## src/rtl/adcsw_pkg.sv

```systemverilog
package adcsw_pkg;

  // control register location and reset value
  localparam logic [7:0] ADCSW_CTRL_ADDR  = 8'he8;
  localparam logic [7:0] ADCSW_CTRL_RESET = 8'h00;

  // control register field positions
  localparam int ADCSW_EN_BIT   = 7;
  localparam int ADCSW_TM_BIT   = 6;
  localparam int ADCSW_DONE_BIT = 5;
  localparam int ADCSW_BUSY_BIT = 4;
  localparam int ADCSW_WIN_BIT  = 3;
  localparam int ADCSW_CM_LSB   = 0;
  localparam int ADCSW_CM_W     = 3;

  // start-mode field codes
  localparam logic [2:0] ADCSW_CM_BUSY_WRITE = 3'h0;
  localparam logic [2:0] ADCSW_CM_TIMER0     = 3'h1;
  localparam logic [2:0] ADCSW_CM_TIMER2     = 3'h2;
  localparam logic [2:0] ADCSW_CM_TIMER1     = 3'h3;
  localparam logic [2:0] ADCSW_CM_EXT_PIN    = 3'h4;
  localparam logic [2:0] ADCSW_CM_TIMER3     = 3'h5;

  // low-power tracking length in converter clocks
  localparam int         ADCSW_LP_TRACK_CLKS = 3;
  localparam logic [1:0] ADCSW_LP_TRACK_LAST = 2'(ADCSW_LP_TRACK_CLKS - 1);

  // result width
  localparam int ADCSW_RESULT_W = 10;

  typedef enum logic [1:0] {
    ST_IDLE,
    ST_TRACK,
    ST_CONVERT
  } adcsw_state_t;

endpackage : adcsw_pkg

```

## src/rtl/adcsw_sync.sv

```systemverilog
`timescale 1ns/1ps
module adcsw_sync (
  input  wire logic mclk,
  input  wire logic rst_n,
  input  wire logic async_in,
  output logic      sync_out
);
  logic meta_q;
  logic sync_q;

  always_ff @(posedge mclk or negedge rst_n) begin
    if (!rst_n) begin
      meta_q <= 1'b0;
      sync_q <= 1'b0;
    end else begin
      meta_q <= async_in;
      sync_q <= meta_q;
    end
  end

  assign sync_out = sync_q;

endmodule : adcsw_sync

```

## src/rtl/adcsw_window.sv

```systemverilog
`timescale 1ns/1ps
module adcsw_window #(
  parameter int W = 10
) (
  input  wire logic [W-1:0] sample,
  input  wire logic [W-1:0] gt_limit,
  input  wire logic [W-1:0] lt_limit,
  input  wire logic         outside,
  output logic              match
);
  logic above_gt;
  logic below_lt;
  logic below_gt;
  logic above_lt;

  // all operands compared as unsigned words of equal width
  always_comb begin
    above_gt = sample > gt_limit;
    below_lt = sample < lt_limit;
    below_gt = sample < gt_limit;
    above_lt = sample > lt_limit;
    if (outside) begin
      match = below_gt || above_lt;
    end else begin
      match = above_gt && below_lt;
    end
  end

endmodule : adcsw_window

```

## src/rtl/adcsw_ctrl.sv

```systemverilog
`timescale 1ns/1ps
module adcsw_ctrl (
  input  wire logic                                mclk,
  input  wire logic                                rst_n,
  input  wire logic [7:0]                          sfr_addr,
  input  wire logic                                sfr_wr,
  input  wire logic [7:0]                          sfr_wdata,
  output logic [7:0]                               sfr_rdata,
  input  wire logic                                window_outside,
  input  wire logic [adcsw_pkg::ADCSW_RESULT_W-1:0] less_than_limit,
  input  wire logic [adcsw_pkg::ADCSW_RESULT_W-1:0] greater_than_limit,
  input  wire logic                                timer0_ovf,
  input  wire logic                                timer1_ovf,
  input  wire logic                                timer2_ovf,
  input  wire logic                                timer3_ovf,
  input  wire logic                                external_start_pin,
  input  wire logic                                sar_clk_tick,
  input  wire logic                                core_done,
  input  wire logic [adcsw_pkg::ADCSW_RESULT_W-1:0] core_result,
  output logic                                     core_enable,
  output logic                                     core_track,
  output logic                                     core_start,
  output logic [adcsw_pkg::ADCSW_RESULT_W-1:0]     conversion_result
);
  import adcsw_pkg::*;

  adcsw_state_t              state_q, state_d;
  logic [1:0]                cnt_q, cnt_d;
  logic                      en_q, en_d;
  logic                      tm_q, tm_d;
  logic [ADCSW_CM_W-1:0]     cm_q, cm_d;
  logic                      done_q, done_d;
  logic                      win_q, win_d;
  logic [ADCSW_RESULT_W-1:0] result_q, result_d;
  logic                      ext_prev_q, ext_prev_d;
  logic                      ext_sync;
  logic                      ext_rise;
  logic                      ctrl_wr;
  logic                      busy_wr;
  logic                      trigger;
  logic                      conv_end;
  logic                      win_match;
  logic                      busy;

  // trigger decoding by start-mode code
  function automatic logic adcsw_trigger(
    input logic [2:0] mode,
    input logic       bw,
    input logic       t0,
    input logic       t1,
    input logic       t2,
    input logic       t3,
    input logic       rise
  );
    logic hit;
    hit = 1'b0;
    case (mode)
      ADCSW_CM_BUSY_WRITE: hit = bw;
      ADCSW_CM_TIMER0:     hit = t0;
      ADCSW_CM_TIMER2:     hit = t2;
      ADCSW_CM_TIMER1:     hit = t1;
      ADCSW_CM_EXT_PIN:    hit = rise;
      ADCSW_CM_TIMER3:     hit = t3;
      default:             hit = 1'b0;
    endcase
    return hit;
  endfunction : adcsw_trigger

  adcsw_sync u_ext_sync (
    .mclk     (mclk),
    .rst_n    (rst_n),
    .async_in (external_start_pin),
    .sync_out (ext_sync)
  );

  adcsw_window #(
    .W (ADCSW_RESULT_W)
  ) u_window (
    .sample   (core_result),
    .gt_limit (greater_than_limit),
    .lt_limit (less_than_limit),
    .outside  (window_outside),
    .match    (win_match)
  );

  assign busy     = (state_q == ST_CONVERT);
  assign ctrl_wr  = sfr_wr && (sfr_addr == ADCSW_CTRL_ADDR);
  assign busy_wr  = ctrl_wr && sfr_wdata[ADCSW_BUSY_BIT];
  assign ext_rise = ext_sync && !ext_prev_q;
  assign conv_end = busy && core_done;
  assign trigger  = adcsw_trigger(cm_q, busy_wr, timer0_ovf, timer1_ovf,
                                  timer2_ovf, timer3_ovf, ext_rise);

  // sequencing of track and convert phases
  always_comb begin
    state_d    = state_q;
    cnt_d      = cnt_q;
    core_start = 1'b0;
    ext_prev_d = ext_sync;
    case (state_q)
      ST_IDLE: begin
        if (en_q && trigger) begin
          if (!tm_q || cm_q == ADCSW_CM_EXT_PIN) begin
            state_d    = ST_CONVERT;
            core_start = 1'b1;
          end else begin
            state_d = ST_TRACK;
            cnt_d   = 2'h0;
          end
        end
      end
      ST_TRACK: begin
        if (sar_clk_tick) begin
          if (cnt_q == ADCSW_LP_TRACK_LAST) begin
            state_d    = ST_CONVERT;
            core_start = 1'b1;
          end else begin
            cnt_d = cnt_q + 2'h1;
          end
        end
      end
      ST_CONVERT: begin
        if (core_done) begin
          state_d = ST_IDLE;
        end
      end
      default: begin
        state_d = ST_IDLE;
      end
    endcase
    // disabling aborts any activity without raising flags unless conv_end falls in the same cycle; the write that clears
    // enable already returns to idle so busy never outlives the enable bit
    if (!en_d) begin
      state_d    = ST_IDLE;
      core_start = 1'b0;
    end
  end

  always_ff @(posedge mclk or negedge rst_n) begin
    if (!rst_n) begin
      state_q    <= ST_IDLE;
      cnt_q      <= 2'h0;
      ext_prev_q <= 1'b0;
    end else begin
      state_q    <= state_d;
      cnt_q      <= cnt_d;
      ext_prev_q <= ext_prev_d;
    end
  end

  // control register, flags and result
  always_comb begin
    en_d     = en_q;
    tm_d     = tm_q;
    cm_d     = cm_q;
    done_d   = done_q;
    win_d    = win_q;
    result_d = result_q;
    if (ctrl_wr) begin
      en_d   = sfr_wdata[ADCSW_EN_BIT];
      tm_d   = sfr_wdata[ADCSW_TM_BIT];
      cm_d   = sfr_wdata[ADCSW_CM_LSB +: ADCSW_CM_W];
      done_d = sfr_wdata[ADCSW_DONE_BIT];
      win_d  = sfr_wdata[ADCSW_WIN_BIT];
    end
    // hardware set wins over a software clear in the same cycle
    if (conv_end) begin
      done_d   = 1'b1;
      result_d = core_result;
      if (win_match) begin
        win_d = 1'b1;
      end
    end
  end

  always_ff @(posedge mclk or negedge rst_n) begin
    if (!rst_n) begin
      en_q     <= ADCSW_CTRL_RESET[ADCSW_EN_BIT];
      tm_q     <= ADCSW_CTRL_RESET[ADCSW_TM_BIT];
      cm_q     <= ADCSW_CTRL_RESET[ADCSW_CM_LSB +: ADCSW_CM_W];
      done_q   <= ADCSW_CTRL_RESET[ADCSW_DONE_BIT];
      win_q    <= ADCSW_CTRL_RESET[ADCSW_WIN_BIT];
      result_q <= '0;
    end else begin
      en_q     <= en_d;
      tm_q     <= tm_d;
      cm_q     <= cm_d;
      done_q   <= done_d;
      win_q    <= win_d;
      result_q <= result_d;
    end
  end

  always_comb begin
    sfr_rdata = 8'h00;
    if (sfr_addr == ADCSW_CTRL_ADDR) begin
      sfr_rdata = {en_q, tm_q, done_q, busy, win_q, cm_q};
    end
  end

  assign core_enable = en_q;
  // tracking: continuous when idle with tm clear, or pin low, or the timed window
  always_comb begin
    core_track = 1'b0;
    if (en_q && state_q == ST_IDLE) begin
      if (!tm_q) begin
        core_track = 1'b1;
      end else if (cm_q == ADCSW_CM_EXT_PIN) begin
        core_track = !ext_sync;
      end
    end else if (en_q && state_q == ST_TRACK) begin
      core_track = 1'b1;
    end
  end
  assign conversion_result = result_q;
endmodule : adcsw_ctrl

```

## config.mk

```make
export PLATFORM = sky130hd
export DESIGN_NAME = adcsw_ctrl
export DESIGN_NICKNAME = d
export VERILOG_FILES = /design/src/rtl/adcsw_pkg.sv /design/src/rtl/adcsw_sync.sv /design/src/rtl/adcsw_window.sv /design/src/rtl/adcsw_ctrl.sv
export SDC_FILE = /design/constraint.sdc
export NUM_CORES = 1
export LEC_CHECK = 0
export BUFFER_PORTS_ARGS = -buffer_cell sky130_fd_sc_hd__buf_2
export CORE_ASPECT_RATIO = 0.5
export CORE_UTILIZATION = 51
export DETAILED_ROUTE_END_ITERATION = 10
export PLACE_DENSITY = 0.9
export SKIP_LAST_GASP = 1
export SLEW_MARGIN = 20
export SYNTH_ARGS = -nofsm -noshare
export SYNTH_HDL_FRONTEND = slang
export SYNTH_SLANG_ARGS = --single-unit
```

## constraint.sdc

```tcl
create_clock -name mclk -period 2.3 [get_ports mclk]
set_input_delay 0.345 -clock mclk [delete_from_list [all_inputs] [get_ports mclk]]
set_output_delay 0.345 -clock mclk [all_outputs]
set_load 0.02 [all_outputs]
```

==> impl_metrics.csv <==
group,metric,value,unit
detailed_routing,postRouteAntennaNets,0,
timing,finalCritPeriodShare,94.2,%
timing,tightest_slew,0.546,ns
yosys,yosysTopAreaCell,"dfrtp_1",
yosys,synth_warnings,0,
yosys,seq_area_frac_synth,35.2,%
clock_tree,post-cts-setup-buffers,0,
critical_path,crit_family,"compound AO/OA/AOI/OAI gates",
placement,gp_congestion,0.899,
yosys,synthArstFlopShare,100,%
die,start_util,55.0,%
layout,diodes,0,
die,fp.dieW,83.8,um
clock_tree,clk_latency,0.27,ns
yosys,syn_inst,170,
yosys,syn_nets,248,
layout,drive_gt1_share,42.6,%
timing,fin_crit,2.17,ns
placement,place_area,2130,um^2
critical_path,worstSetupStartpointType,"flop",
grt,grt_pass1_vias,1513,
critical_path,slowest_stage,"dfrtp_2",
critical_path,path_max_fanout,6,
yosys,ys_types,42,
run_status,violations,"design-rule violations",
yosys,synth_top_cell_area_share,35.2,%
critical_path,reg2reg_slack,0.60,ns
die,core,3100,um^2
grt,grt_use_met3,4.67,%
detailed_routing,via_per_inst,5.13,
clock_tree,cts-buffers-inserted,3,
die,die_area,3600,um^2
detailed_routing,first_pass_iters,8,
grt,grt_max_degree,25,
power_and_ir_drop,p_leak,0.00128,uW
timing,max_freq,0.461,GHz
layout,syn2layout_area_growth,29.5,%
die,ios,78,
critical_path,worstPathCellList,"mux2i_1 -> a21oi_1 -> a41oi_1 -> o31ai_1 -> nand2_1 -> a211oi_2 -> buf_2",
critical_path,criticalPathCategory,"flop to output pin",
detailed_routing,drc_errors,5,
layout,layout_commonest_cell,"buf_2",
placement,dp_hpwl,3020,um
flow_run,max_cap_viol_count,0,
clock_tree,clk_transition_reported_paths,0.09,ns
grt,grtUsageMet2,43.4,%
grt,grt_pass1_wl,6380,um
grt,grt.total_usage,22.7,%
power_and_ir_drop,vdd_ir_drop_max,0.000271,V
placement,port_buffers,77,
grt,grt_overflow,0,
clock_tree,htree_levels,1,
die,rows,14,
clock_tree,cts_hold_buffers,0,
critical_path,path_buf_inv,1,
yosys,ys_seq_elements,24,
critical_path,timing.critical_path.slowest_cell_delay,0.45,ns
power_and_ir_drop,powerDensity,447,nW/um^2
layout,stdcell_area,2210,um^2
timing,slew_headroom,63.6,%
yosys,synthFlopType,"dfrtp_1",
yosys,ys_top_cells_by_area,"dfrtp_1 35%, ha_1 15%, mux2_2 8.6%, inv_1 5.5%, a21oi_1 2.6%",
yosys,synth_area,1710,um^2
clock_tree,cts_buffer_depth,2,
grt,antenna_found_initial,0,
run_status,status,"complete, but fails checks",
grt,grt_use_met1,26.6,%
clock_tree,cts_tree,"yes",
grt,grt-busiest-layer,"met2",
timing,drv_slew,0,
worst_hold_path,hp-class,"input pin to async pin",
clock_tree,cts.sinks,24,
timing,final.setup.tns,0,ns
timing,fin_skew,0.00384,ns
layout,layout.nets,328,
critical_path,cp.required,1.96,ns
clock_tree,cts_root_buffer,"clkbuf_8",
layout,fill_cells,236,
die,fp.dieH,42.9,um
yosys,synth-edff-count,0,
critical_path,critPathCaptureType,"output pin",
detailed_routing,wire_per_inst,13.1,um
timing,rsz0062_at_grt,"false",
layout,final_cell_mix,"77 x buf_2, 25 x inv_1, 23 x dfrtp_1, 21 x ha_1, 13 x mux2_2",
yosys,syn_avg_cell_area,10.0,um^2
timing,setup_violations,0,
critical_path,worstPathArrival,1.82,ns
detailed_routing,vias,1483,
clock_tree,cts_resized,0,
detailed_routing,drt_iter0_markers,30,
detailed_routing,wirelength,3780,um
timing,hold_violations,0,
==> per-layer routing <==
layer  vias to the layer above  routed length [um]
li1                        756                   -
met1                       690                1670
met2                        35                1940
met3                         2                 156
met4                         0                  13
met5                         -                   0
==> worst paths after layout <==
kind,start,endpoint,cells after the start
worst min-delay path,rst_n,conversion_result[4],1
min in group mclk,external_start_pin,u_ext_sync.meta_q,1
worst max-delay path,cm_q[1],core_start,7
max in group asynchronous,rst_n,cm_q[1],1
worst min register to register,u_ext_sync.meta_q,u_ext_sync.sync_out,0
worst max register to register,state_q[0],win_q,4
==> sequential cells by signal, summed over array words and instances, names as in the netlist <==
register             cells
cm_q                     3
cnt_q                    2
conversion_result       10
core_enable              1
done_q                   1
ext_prev_q               1
state_q                  2
tm_q                     1
u_ext_sync.meta_q        1
u_ext_sync.sync_out      1
win_q                    1
==> per-stage QoR <==
| step | power (uW) | hold slack (ns) | setup slack, ns | util [%] | instances |
|---|---|---|---|---|---|
| after floorplan | 534 | 0.0494 | 0.255 | - | 170 |
| after global placement | 615 | 0.335 | 0.184 | 68.8 | 285 |
| after detailed placement | 622 | 0.336 | 0.160 | 68.8 | 285 |
| after CTS | 1000 | 0.0678 | 0.0590 | 71.1 | 289 |
| after global routing | 1040 | 0.0845 | 0.0412 | 71.3 | 289 |
| final | 988 | 0.0520 | 0.132 | 71.3 | 289 |
==> synthesized netlist by cell type, types with 2 or more instances <==
library cell / number
buf_2: 2
and3_1: 2
a211oi_1: 3
nor2_1: 7
ha_1: 21
nand2_1: 10
o21ai_0: 3
inv_1: 25
or3_1: 2
a21oi_1: 9
dfrtp_1: 24
nand2b_1: 3
mux2i_1: 3
nand4_1: 3
mux2_2: 13
nand3_1: 8
and2_1: 7
==> worst reg2reg max path: cells and delay by family, from the launching register on <==
family,cells,cell delay (ns)
DFF,1,0.47
AOI/OAI and AO/OA,2,0.46
and+or+nand+nor,2,0.65
==> cells by family after synthesis <==
family,count (synthesis),share of synthesized area (%)
compound gates,29,12.3
fa+ha+maj,21,15.4
buf+inv,29,6.74
flops,24,35.2
mux,17,11.7
simple gates,50,18.7
==> final cells by class <==
cell class                 instances  area (um^2)  share of cell area [%]
clock inverter                     1         30.0                    1.36
sequential                        24          602                    27.2
timing repair buffer              78          393                    17.8
clock buffer                       3         41.3                    1.87
inverter                          26         97.6                    4.42
multi-input combinational        117          996                    45.1
tap                               40         50.0                    2.27
==> power breakdown <==
group,total [uW],internal [uW],switching (uW)
combinational,176,85.6,90.5
sequential,440,431,9.24
clock,372,233,139
total,988,749,239
No activity file was read; power rests on OpenSTA's default activity.
